--- src/common/bpm_pkg.sv ---
/*
  bpm_pkg: register map, field positions, reset values, tick timing and
  carrier types of the buffer pool monitor.
  Assumes a single 125 MHz core clock and a synchronous active-high reset.
*/
package bpm_pkg;
	// register byte offsets
	localparam logic [7:0] OFS_EVT_ENABLE = 8'h00;
	localparam logic [7:0] OFS_HYSTERESIS = 8'h04;
	localparam logic [7:0] OFS_EVT_DATA = 8'h08;
	localparam logic [7:0] OFS_STATUS = 8'h0c;
	localparam logic [7:0] OFS_CONTROL = 8'h10;
	localparam logic [7:0] OFS_IRQ_ENABLE = 8'h14;
	localparam logic [7:0] OFS_LOCK_ENABLE = 8'h18;
	localparam logic [7:0] OFS_PKT_WAIT_LIMIT = 8'h1c;
	localparam logic [7:0] OFS_CTL_WAIT_LIMIT = 8'h20;
	localparam logic [7:0] OFS_LAST_PRIM = 8'h24;
	localparam logic [7:0] OFS_LAST_FREE_MAP = 8'h28;
	localparam logic [7:0] OFS_FREEING_MAP = 8'h2c;
	localparam logic [7:0] OFS_QLEN_THR0 = 8'h30;
	localparam logic [7:0] OFS_IDX_LIMIT0 = 8'h44;
	localparam logic [7:0] OFS_QLEN0 = 8'h58;
	localparam int NUM_QUEUES = 5;
	localparam int NUM_POOLS = 16;
	// status bit positions
	localparam int ST_QLEN_LO = 0;
	localparam int ST_IDX_HI = 5;
	localparam int ST_USER_THR = 10;
	localparam int ST_DUP_FREE = 11;
	localparam int STATUS_W = 12;
	// control bit positions
	localparam int CT_OPER = 0;
	localparam int CT_TRAP_SEL = 1;
	localparam int CT_PKT_ESC = 3;
	localparam int CT_CTL_ESC = 4;
	localparam int CT_EVT_IF = 5;
	localparam int CONTROL_W = 6;
	// event enable bit positions
	localparam int EE_GET = 0;
	localparam int EE_FREE = 1;
	localparam int EE_USER_THR = 2;
	localparam int EVT_ENABLE_W = 3;
	// buffer map flag layout
	localparam int FL_VALID = 15;
	localparam int FL_QUEUE = 4;
	// reset values
	localparam logic [31:0] RESET_ZERO = 32'h0000_0000;
	localparam logic [15:0] RESET_THR = 16'h0000;
	localparam logic [15:0] RESET_IDX_LIMIT = 16'hffff;
	localparam logic [11:0] RESET_WAIT_LIMIT = 12'hfff;
	// wait countdown tick
	localparam int CLK_PERIOD_PS = 8000;
	localparam int TICK_PS = 30000;
	localparam int TICK_CYCLES = (TICK_PS + CLK_PERIOD_PS - 1) / CLK_PERIOD_PS;
	localparam logic [2:0] TICK_LAST = 3'(TICK_CYCLES - 1);
	// primitive kinds
	typedef enum logic [1:0] {
		BPM_OP_GET = 2'h0,
		BPM_OP_FREE = 2'h1,
		BPM_OP_ENQ = 2'h2,
		BPM_OP_DEQ = 2'h3
	} bpm_op_t;
	// one primitive as seen by the monitor
	typedef struct packed {
		bpm_op_t op;
		logic [3:0] pool;
		logic [2:0] queue;
		logic [15:0] active;
		logic [15:0] user_thr;
		logic [31:0] addr;
	} bpm_prim_t;
	// one buffer map read during a free
	typedef struct packed {
		logic [15:0] flags;
		logic [15:0] index;
		logic [31:0] addr;
	} bpm_map_t;
endpackage

--- src/hw/bpm_monitor.sv ---
/*
  bpm_monitor: event, threshold, debug capture, error lock and memory wait
  escalation logic of the buffer pool manager.
  Assumes primitives, buffer maps and queue steps arrive as one-cycle strobes
  from the pool datapath, and registers are reached over a plain strobe port.
*/
`timescale 1ns/100ps
// Overview of operation
// [RQ1] matching primitive with its event type enabled posts one event; disabled types post none
// [RQ2] threshold events use a programmable hysteresis margin against repeats
// [RQ3] data word of the latest event is kept readable
// [RQ4] each of five queue lengths below its threshold sets a status bit
// [RQ5] freed index above the queue's index limit sets a status bit
// [RQ6] in operational mode, address of last primitive of selected type is captured
// [RQ7] address of the buffer map read on each free is captured
// [RQ8] set status bit with lock enabled holds pool state machines idle
// [RQ9] enabled memory request loads a countdown with its 12-bit limit
// [RQ10] countdown steps once per 30 ns tick down to zero; the tick here comes every 4 cycles, 32 ns
// [RQ11] countdown at zero with request pending raises request priority
// [RQ12] map of the packet being freed is held; index returns to its queue
// [RQ13] freeing a packet clears the map's valid bit
// [RQ14] get allocation sets the map's valid bit; here a get in the same cycle as a free's writeback is not written back
// [RQ15] interrupt is high while an enabled status bit is set
// [RQ16] queue length counts up on add, down on remove
// [RQ17] pool active count crossing its user threshold issues an event
// [RQ18] threshold re-arms only after count falls back by the hysteresis
module bpm_monitor (
	input wire logic ref_clk,
	input wire logic srst,
	input wire logic [7:0] reg_addr,
	input wire logic [31:0] reg_wdata,
	input wire logic reg_wr,
	input wire logic reg_rd,
	output logic [31:0] reg_rdata,
	input wire logic prim_valid,
	input wire bpm_pkg::bpm_prim_t prim,
	input wire logic map_valid,
	input wire bpm_pkg::bpm_map_t map,
	input wire logic [4:0] queue_inc,
	input wire logic [4:0] queue_dec,
	input wire logic pkt_mem_req,
	input wire logic ctl_mem_req,
	output logic pkt_mem_hi_pri,
	output logic ctl_mem_hi_pri,
	output logic event_valid,
	output logic [31:0] event_data,
	output logic return_valid,
	output logic [2:0] return_queue,
	output logic [3:0] return_pool,
	output logic [15:0] return_index,
	output logic map_wr_valid,
	output logic [31:0] map_wr_addr,
	output logic [15:0] map_wr_flags,
	output logic pool_halt,
	output logic irq
);
	// free sequence states, gray along the path
	typedef enum logic [1:0] {
		BPM_F_IDLE = 2'b00,
		BPM_F_CHECK = 2'b01,
		BPM_F_RETURN = 2'b11
	} bpm_fstate_t;

	logic [bpm_pkg::EVT_ENABLE_W-1:0] evt_enable;
	logic [15:0] hysteresis;
	logic [bpm_pkg::STATUS_W-1:0] status;
	logic [bpm_pkg::CONTROL_W-1:0] control;
	logic [bpm_pkg::STATUS_W-1:0] irq_enable;
	logic [bpm_pkg::STATUS_W-1:0] lock_enable;
	logic [11:0] pkt_wait_limit;
	logic [11:0] ctl_wait_limit;
	logic [31:0] last_prim;
	logic [31:0] last_free_map;
	bpm_pkg::bpm_map_t freeing_map;
	logic [15:0] qlen_thr [bpm_pkg::NUM_QUEUES];
	logic [15:0] idx_limit [bpm_pkg::NUM_QUEUES];
	logic [15:0] qlen [bpm_pkg::NUM_QUEUES];
	logic [4:0] qlen_below;
	logic [bpm_pkg::NUM_POOLS-1:0] thr_armed;
	bpm_fstate_t fstate;
	bpm_fstate_t next_fstate;
	logic [2:0] tick_cnt;
	logic tick;

	// register decode
	wire logic [2:0] thr_sel = 3'((reg_addr - bpm_pkg::OFS_QLEN_THR0) >> 2);
	wire logic [2:0] lim_sel = 3'((reg_addr - bpm_pkg::OFS_IDX_LIMIT0) >> 2);
	wire logic [2:0] len_sel = 3'((reg_addr - bpm_pkg::OFS_QLEN0) >> 2);
	wire logic in_thr = reg_addr >= bpm_pkg::OFS_QLEN_THR0 && reg_addr < bpm_pkg::OFS_IDX_LIMIT0;
	wire logic in_lim = reg_addr >= bpm_pkg::OFS_IDX_LIMIT0 && reg_addr < bpm_pkg::OFS_QLEN0;
	wire logic in_len = reg_addr >= bpm_pkg::OFS_QLEN0 && reg_addr < bpm_pkg::OFS_QLEN0 + 8'h14;
	wire logic wr_status = reg_wr && reg_addr == bpm_pkg::OFS_STATUS;

	// halt and primitive acceptance
	wire logic locked = |(status & lock_enable); // RQ8
	wire logic prim_go = prim_valid && !pool_halt;
	wire logic is_get = prim_go && prim.op == bpm_pkg::BPM_OP_GET;
	wire logic is_free = prim_go && prim.op == bpm_pkg::BPM_OP_FREE;

	// user threshold crossing with hysteresis, armed per pool
	wire logic evt_if_on = control[bpm_pkg::CT_EVT_IF];
	wire logic pool_armed = thr_armed[prim.pool];
	wire logic [16:0] rearm_sum = {1'b0, prim.active} + {1'b0, hysteresis};
	wire logic thr_cross = (is_get || is_free) && pool_armed && prim.active >= prim.user_thr; // RQ17
	wire logic thr_rearm = (is_get || is_free) && !pool_armed && rearm_sum <= {1'b0, prim.user_thr}; // RQ18
	wire logic thr_event = thr_cross && evt_if_on && evt_enable[bpm_pkg::EE_USER_THR]; // RQ2

	// event type matching
	wire logic get_event = is_get && evt_enable[bpm_pkg::EE_GET]; // RQ1
	wire logic free_event = is_free && evt_enable[bpm_pkg::EE_FREE]; // RQ1
	wire logic any_event = get_event || free_event || thr_event;
	wire logic [31:0] next_event_data = thr_event ? {prim.pool, 12'h000, prim.active} : prim.addr;

	// free sequence checks
	wire logic map_in = fstate == BPM_F_IDLE && map_valid && !pool_halt;
	wire logic [2:0] map_queue = freeing_map.flags[bpm_pkg::FL_QUEUE +: 3];
	// queue fields beyond the last queue never index the limit table
	wire logic idx_over = fstate == BPM_F_CHECK && map_queue < 3'(bpm_pkg::NUM_QUEUES)
		&& freeing_map.index > idx_limit[map_queue]; // RQ5
	wire logic dup_free = fstate == BPM_F_CHECK && !freeing_map.flags[bpm_pkg::FL_VALID];
	wire logic trap_hit = prim_go && control[bpm_pkg::CT_OPER] && prim.op == control[bpm_pkg::CT_TRAP_SEL +: 2];

	// status events, set wins over a clearing write
	logic [bpm_pkg::STATUS_W-1:0] status_set;
	logic [bpm_pkg::STATUS_W-1:0] next_status;
	logic [4:0] idx_set;
	assign idx_set = idx_over ? 5'(5'h01 << map_queue) : 5'h00;
	assign status_set = {dup_free, thr_cross && evt_if_on, idx_set, qlen_below};
	assign next_status = (wr_status ? status & ~reg_wdata[bpm_pkg::STATUS_W-1:0] : status) | status_set;

	// free sequence transitions; a lock parks the machine in idle
	always_comb begin
		next_fstate = fstate;
		case (fstate)
			BPM_F_IDLE: begin
				if (map_in) begin
					next_fstate = BPM_F_CHECK;
				end
			end
			BPM_F_CHECK: next_fstate = BPM_F_RETURN;
			BPM_F_RETURN: next_fstate = BPM_F_IDLE;
			default: next_fstate = BPM_F_IDLE;
		endcase
		if (locked) begin
			next_fstate = BPM_F_IDLE; // RQ8
		end
	end

	// read data selection
	function automatic logic [31:0] read_mux(input logic [7:0] a);
		logic [31:0] v;
		v = 32'h0000_0000;
		case (a)
			bpm_pkg::OFS_EVT_ENABLE: v = 32'(evt_enable);
			bpm_pkg::OFS_HYSTERESIS: v = 32'(hysteresis);
			bpm_pkg::OFS_EVT_DATA: v = event_data; // RQ3
			bpm_pkg::OFS_STATUS: v = 32'(status);
			bpm_pkg::OFS_CONTROL: v = 32'(control);
			bpm_pkg::OFS_IRQ_ENABLE: v = 32'(irq_enable);
			bpm_pkg::OFS_LOCK_ENABLE: v = 32'(lock_enable);
			bpm_pkg::OFS_PKT_WAIT_LIMIT: v = 32'(pkt_wait_limit);
			bpm_pkg::OFS_CTL_WAIT_LIMIT: v = 32'(ctl_wait_limit);
			bpm_pkg::OFS_LAST_PRIM: v = last_prim;
			bpm_pkg::OFS_LAST_FREE_MAP: v = last_free_map;
			bpm_pkg::OFS_FREEING_MAP: v = {freeing_map.flags, freeing_map.index};
			default: begin
				if (in_thr && a[1:0] == 2'b00) begin
					v = 32'(qlen_thr[thr_sel]);
				end else if (in_lim && a[1:0] == 2'b00) begin
					v = 32'(idx_limit[lim_sel]);
				end else if (in_len && a[1:0] == 2'b00) begin
					v = 32'(qlen[len_sel]);
				end
			end
		endcase
		return v;
	endfunction

	// 32 ns tick divider, 4 cycles of 8 ns
	assign tick = tick_cnt == bpm_pkg::TICK_LAST;
	always_ff @(posedge ref_clk) begin
		if (srst || tick) begin
			tick_cnt <= 3'h0;
		end else begin
			tick_cnt <= tick_cnt + 3'h1; // RQ10
		end
	end

	// software writable registers
	always_ff @(posedge ref_clk) begin
		if (srst) begin
			evt_enable <= '0;
			hysteresis <= bpm_pkg::RESET_THR;
			control <= '0;
			irq_enable <= '0;
			lock_enable <= '0;
			pkt_wait_limit <= bpm_pkg::RESET_WAIT_LIMIT;
			ctl_wait_limit <= bpm_pkg::RESET_WAIT_LIMIT;
			for (int i = 0; i < bpm_pkg::NUM_QUEUES; i++) begin
				qlen_thr[i] <= bpm_pkg::RESET_THR;
				idx_limit[i] <= bpm_pkg::RESET_IDX_LIMIT;
			end
		end else if (reg_wr) begin
			case (reg_addr)
				bpm_pkg::OFS_EVT_ENABLE: evt_enable <= reg_wdata[bpm_pkg::EVT_ENABLE_W-1:0];
				bpm_pkg::OFS_HYSTERESIS: hysteresis <= reg_wdata[15:0];
				bpm_pkg::OFS_CONTROL: control <= reg_wdata[bpm_pkg::CONTROL_W-1:0];
				bpm_pkg::OFS_IRQ_ENABLE: irq_enable <= reg_wdata[bpm_pkg::STATUS_W-1:0];
				bpm_pkg::OFS_LOCK_ENABLE: lock_enable <= reg_wdata[bpm_pkg::STATUS_W-1:0];
				bpm_pkg::OFS_PKT_WAIT_LIMIT: pkt_wait_limit <= reg_wdata[11:0];
				bpm_pkg::OFS_CTL_WAIT_LIMIT: ctl_wait_limit <= reg_wdata[11:0];
				default: begin
					if (in_thr && reg_addr[1:0] == 2'b00) begin
						qlen_thr[thr_sel] <= reg_wdata[15:0];
					end else if (in_lim && reg_addr[1:0] == 2'b00) begin
						idx_limit[lim_sel] <= reg_wdata[15:0];
					end
				end
			endcase
		end
	end

	// status, interrupt, halt and read port
	always_ff @(posedge ref_clk) begin
		if (srst) begin
			status <= '0;
			irq <= 1'b0;
			pool_halt <= 1'b0;
			reg_rdata <= bpm_pkg::RESET_ZERO;
		end else begin
			status <= next_status; // RQ4
			irq <= |(next_status & irq_enable); // RQ15
			pool_halt <= |(next_status & lock_enable); // RQ8
			reg_rdata <= reg_rd ? read_mux(reg_addr) : bpm_pkg::RESET_ZERO;
		end
	end

	// events, hysteresis arming and debug capture
	always_ff @(posedge ref_clk) begin
		if (srst) begin
			event_valid <= 1'b0;
			event_data <= bpm_pkg::RESET_ZERO;
			thr_armed <= '1;
			last_prim <= bpm_pkg::RESET_ZERO;
		end else begin
			event_valid <= any_event; // RQ1
			if (any_event) begin
				event_data <= next_event_data; // RQ3
			end
			if (thr_cross) begin
				thr_armed[prim.pool] <= 1'b0; // RQ2
			end else if (thr_rearm) begin
				thr_armed[prim.pool] <= 1'b1; // RQ18
			end
			if (trap_hit) begin
				last_prim <= prim.addr; // RQ6
			end
		end
	end

	// free sequence and map writeback
	always_ff @(posedge ref_clk) begin
		if (srst) begin
			fstate <= BPM_F_IDLE;
			freeing_map <= '0;
			last_free_map <= bpm_pkg::RESET_ZERO;
			return_valid <= 1'b0;
			return_queue <= 3'h0;
			return_pool <= 4'h0;
			return_index <= 16'h0000;
			map_wr_valid <= 1'b0;
			map_wr_addr <= bpm_pkg::RESET_ZERO;
			map_wr_flags <= 16'h0000;
		end else begin
			fstate <= next_fstate;
			return_valid <= 1'b0;
			map_wr_valid <= 1'b0;
			if (map_in) begin
				freeing_map <= map; // RQ12
				last_free_map <= map.addr; // RQ7
			end
			if (fstate == BPM_F_RETURN && !locked) begin
				return_valid <= freeing_map.flags[bpm_pkg::FL_VALID]; // RQ12
				return_queue <= map_queue;
				return_pool <= freeing_map.flags[3:0];
				return_index <= freeing_map.index;
				map_wr_valid <= 1'b1;
				map_wr_addr <= freeing_map.addr;
				map_wr_flags <= freeing_map.flags & ~(16'h0001 << bpm_pkg::FL_VALID); // RQ13
			end else if (is_get) begin
				map_wr_valid <= 1'b1;
				map_wr_addr <= prim.addr;
				map_wr_flags <= {1'b1, 8'h00, prim.queue, prim.pool}; // RQ14
			end
		end
	end

	// queue length counters
	for (genvar q = 0; q < bpm_pkg::NUM_QUEUES; q++) begin : g_queue
		bpm_queue_len u_len (
			.ref_clk(ref_clk),
			.srst(srst),
			.inc(queue_inc[q]),
			.dec(queue_dec[q]),
			.thr(qlen_thr[q]),
			.len(qlen[q]),
			.below(qlen_below[q])
		);
	end

	// memory wait escalation for packet and control memory
	bpm_wait_timer u_pkt_wait (
		.ref_clk(ref_clk),
		.srst(srst),
		.tick(tick),
		.enable(control[bpm_pkg::CT_PKT_ESC]),
		.req(pkt_mem_req),
		.limit(pkt_wait_limit),
		.hi_pri(pkt_mem_hi_pri)
	);
	bpm_wait_timer u_ctl_wait (
		.ref_clk(ref_clk),
		.srst(srst),
		.tick(tick),
		.enable(control[bpm_pkg::CT_CTL_ESC]),
		.req(ctl_mem_req),
		.limit(ctl_wait_limit),
		.hi_pri(ctl_mem_hi_pri)
	);
endmodule

--- src/hw/bpm_queue_len.sv ---
/*
  bpm_queue_len: length counter of one pointer queue and its low threshold flag.
  Assumes inc and dec are one-cycle pulses from the pool datapath.
*/
`timescale 1ns/100ps
module bpm_queue_len (
	input wire logic ref_clk,
	input wire logic srst,
	input wire logic inc,
	input wire logic dec,
	input wire logic [15:0] thr,
	output logic [15:0] len,
	output logic below
);
	logic [15:0] next_len;

	// add and remove in one cycle cancel out
	assign next_len = (inc && !dec) ? len + 16'h0001 : (dec && !inc) ? len - 16'h0001 : len;

	// count and compare
	always_ff @(posedge ref_clk) begin
		if (srst) begin
			len <= 16'h0000;
			below <= 1'b0;
		end else begin
			len <= next_len; // RQ16
			below <= next_len < thr; // RQ4
		end
	end
endmodule

--- src/hw/bpm_wait_timer.sv ---
/*
  bpm_wait_timer: countdown that escalates a long-held memory request.
  Assumes req is held until the arbiter grants it and tick pulses every 32 ns.
*/
`timescale 1ns/100ps
module bpm_wait_timer (
	input wire logic ref_clk,
	input wire logic srst,
	input wire logic tick,
	input wire logic enable,
	input wire logic req,
	input wire logic [11:0] limit,
	output logic hi_pri
);
	logic req_q;
	logic armed;
	logic [11:0] count;
	wire logic start = enable && req && !req_q;

	// load on a new request, count down per tick, stop at zero
	always_ff @(posedge ref_clk) begin
		if (srst) begin
			req_q <= 1'b0;
			armed <= 1'b0;
			count <= 12'h000;
			hi_pri <= 1'b0;
		end else begin
			req_q <= req;
			if (start) begin
				count <= limit; // RQ9
				armed <= 1'b1;
			end else if (!req) begin
				armed <= 1'b0;
			end else if (tick && count != 12'h000) begin
				count <= count - 12'h001; // RQ10
			end
			hi_pri <= req && armed && !start && count == 12'h000; // RQ11
		end
	end
endmodule
--- config.mk ---
export PLATFORM = sky130hd
export DESIGN_NAME = bpm_monitor
export DESIGN_NICKNAME = d
export VERILOG_FILES = /design/src/common/bpm_pkg.sv /design/src/hw/bpm_monitor.sv /design/src/hw/bpm_queue_len.sv /design/src/hw/bpm_wait_timer.sv
export SDC_FILE = /design/constraint.sdc
export NUM_CORES = 2
export LEC_CHECK = 0
export BUFFER_PORTS_ARGS = -buffer_cell sky130_fd_sc_hd__clkbuf_2
export CAP_MARGIN = 20
export CORE_UTILIZATION = 61
export CTS_BUF_LIST = sky130_fd_sc_hd__clkbuf_8
export CTS_CLUSTER_SIZE = 25
export DETAILED_ROUTE_END_ITERATION = 8
export GPL_ROUTABILITY_DRIVEN = 1
export PLACE_DENSITY_LB_ADDON = 0.3
export SYNTH_ARGS = -nofsm -noshare
export SYNTH_HDL_FRONTEND = slang
export SYNTH_SLANG_ARGS = --single-unit
--- constraint.sdc ---
create_clock -name ref_clk -period 5.32 [get_ports ref_clk]
set_clock_uncertainty 0.1 [all_clocks]
set_input_delay 0.532 -clock ref_clk [delete_from_list [all_inputs] [get_ports ref_clk]]
set_output_delay 0.532 -clock ref_clk [all_outputs]
set_load 0.005 [all_outputs]
==> metrics.yaml <==
status:
  run_status: "complete, but fails checks"
  violations: "design-rule violations"
worst_setup_path:
  cp-start-kind: "flip-flop"
  critPathRequiredTime_ns: 5.90
  cp.arrival_ns: 5.16
  cp-end-kind: "flip-flop"
  cp_max_fo: 4
  crit_type: "flip-flop to flip-flop"
global_routing:
  grt_pass1_wl_mm: 185.2
  grt_overflow: 0
  grt_start_max_net_pins: 209
  grt_pass1_vias: 31370
  antenna_found_initial: 8
  track_usage_pct: 39.99
pwr:
  p_leak_nw: 17.06
  power_w: 0.01322
  vdd_drop_max_v: 0.0002376
  powerDensity_nw_per_um2: 310.3
die:
  dieArea_um2: 61170
  core_um2: 59240
  boundaryPins: 337
  start_util_pct: 61.97
  die_h_um: 247.3
  die_w_um: 247.3
  core.rowCount: 89
yosys:
  synth_enable_flop_cells: 256
  synthArstFlopShare_pct: 0
  synthFlopType: "dfxtp_1"
  yosys_warnings: 0
  syn_inst: 3759
  yosysSeqAreaShare_pct: 46.02
  syn_area_per_cell_um2: 9.767
  syn_area_um2: 36710
  ys_types: 81
  syn-num-nets: 4117
  synth-seq-cells: 716
timing:
  fin_crit_sh_pct: 86.09
  worstMarginPinSlew_ns: 1.041
  tns_ns: 0
  drv_slew: 0
  slew_headroom_pct: 30.57
  period_minus_slack_ns: 4.580
  fmax_mhz: 218.3
  setup_viol: 0
  hold_viol_final: 0
  rsz0062_at_grt: "false"
cells_and_area:
  final_cell_mix: "458 x dfxtp_1, 449 x nand2_1, 318 x clkbuf_2"
  final_nets: 4461
  mostFrequentLayoutCell: "dfxtp_1"
  drive_gt1_share_pct: 16.55
  area_growth_pct: 16.00
clock_network:
  cts_root_buf: "clkbuf_8"
  clkSinkCount: 716
  cts_resized: 0
  clock_path_buffers: 3
  clk_pin_slew_ns: 0.07
  hold_buffers: 105
  numCtsBuffers: 114
  htreeDepth: 3
  cts_setup_buffers: 0
  cts_tree: "built"
  worst_skew_pair.late_latency_ns: 0.79
route:
  drtIter0Drc: 4139
  vias: 32820
  drc: 6
  detail-route-antenna-nets: 0
  totalWireLength_mm: 124.3
  firstDrtPassIters: 9
  routedWlPerCell_um: 24.98
  viasPerCell: 6.596
placed_design:
  dp_hpwl_mm: 85.10
  gp_congestion: 1.014
  portBuffers: 320
hold_path:
  hold_path_class: "primary input to flip-flop"
run:
  maxCapViolCount: 0
cell type report:
| cell class | count | area (um2) |
|---|---|---|
| antenna | 9 | 22.52 |
| clock buffer | 144 | 1982 |
| clock inverter | 63 | 569.3 |
| fill | 4195 | 16650 |
| inverter | 143 | 536.8 |
| multi-input combinational | 2621 | 18290 |
| sequential | 716 | 16900 |
| tap | 773 | 967.2 |
| timing repair buffer | 507 | 3322 |
metal layers:
metal	part of all wire, %	global-route usage, %
met1	36	49.58
met2	44	61.55
met3	12	11.47
met4	7.2	24.94
met5	0.011	0.2385
state kept, by name (all words and copies together), names as in the netlist, 5 cells and up, named ones only:
name,count
freeing_map,64
ctl_wait_limit,12
control,6
qlen_thr,128
pkt_wait_limit,12
status,12
u_ctl_wait.count,12
reg_rdata,32
g_queue.u_len.len,80
return_index,16
irq_enable,12
g_queue.u_len.below,5
u_pkt_wait.count,12
event_data,32
lock_enable,12
map_wr_flags,16
map_wr_addr,32
idx_limit,128
last_prim,32
hysteresis,16
power breakdown:
part,total [W],switching (W),internal (W)
combinational,0.00187,0.00109,0.000773
clock,0.00520,0.00239,0.00282
sequential,0.00615,0.000269,0.00588
total,0.0132,0.00375,0.00947
Yosys cell counts (73+ instances only):
cell / count / area share, %
nand3_1: 108 / 1.5
a21oi_1: 257 / 3.5
inv_1: 140 / 1.4
clkbuf_1: 248 / 2.5
dfxtp_1: 460 / 25
mux4_2: 82 / 5.0
a22oi_1: 73 / 1.5
nor2b_1: 106 / 1.8
o21ai_0: 73 / 1.0
nand2_1: 449 / 4.6
nor2_1: 199 / 2.0
ha_1: 162 / 5.5
mux2i_1: 123 / 3.4
and3_1: 127 / 2.2
or3_1: 109 / 1.9
edfxtp_1: 256 / 21
kinds of logic after synthesis:
logic type      count (synthesis)  synth area share, %
fa+ha+maj                     163                5.575
flops                         716                46.02
mux                           211                8.690
xor+xnor                      103                2.495
buf+inv                       422                4.359
simple gates                 1317                17.76
compound gates                827                15.10
per-stage QoR:
| stage | cell area [um2] | hold WS [ns] | cells | util [%] | setup WS (ns) |
|---|---|---|---|---|---|
| 2_1_floorplan | 36710 | 0.3084 | 3759 | - | 1.220 |
| 3_3_place_gp | 38940 | 0.3176 | 4654 | 65.74 | 0.6496 |
| 3_5_place_dp | 38940 | 0.3299 | 4654 | 65.74 | 0.5336 |
| 4_1_cts | 42550 | 0.001549 | 4966 | 71.82 | 0.7832 |
| 5_1_grt | 42570 | 0.03507 | 4970 | 71.86 | 0.5047 |
| 6_report | 42590 | 0.03169 | 4976 | 71.89 | 0.7398 |
critical path, cell delays in order (launching register included):
cell       delay (ns)
dfxtp_1          0.39
ha_1             0.21
inv_1            0.06
fa_1             0.40
nor2b_1          0.16
o31a_1           0.21
o2111ai_1        0.18
a21boi_0         0.42
o21a_1           0.17
nor2_1           0.05
xnor2_1          0.13
ha_1             0.35
nand3_1          0.11
or3_1            0.35
o32ai_1          0.13
a31oi_1          0.12
a211oi_4         0.44
nand3_2          0.18
a221oi_1         0.31
worst paths after layout:
| path | start | endpoint | slack, ns | depth (start not counted) |
|---|---|---|---|---|
| setup reg to reg | hysteresis[0] | flip-flop | 0.74 | 18 |
| hold reg to reg | u_ctl_wait.armed | u_ctl_wait.hi_pri | 0.35 | 2 |
| hold / removal | prim[52] | event_data[4] | 0.03 | 3 |
| setup / recovery | hysteresis[0] | flip-flop | 0.74 | 18 |
Note: power is estimated with default switching activity, not from simulation.
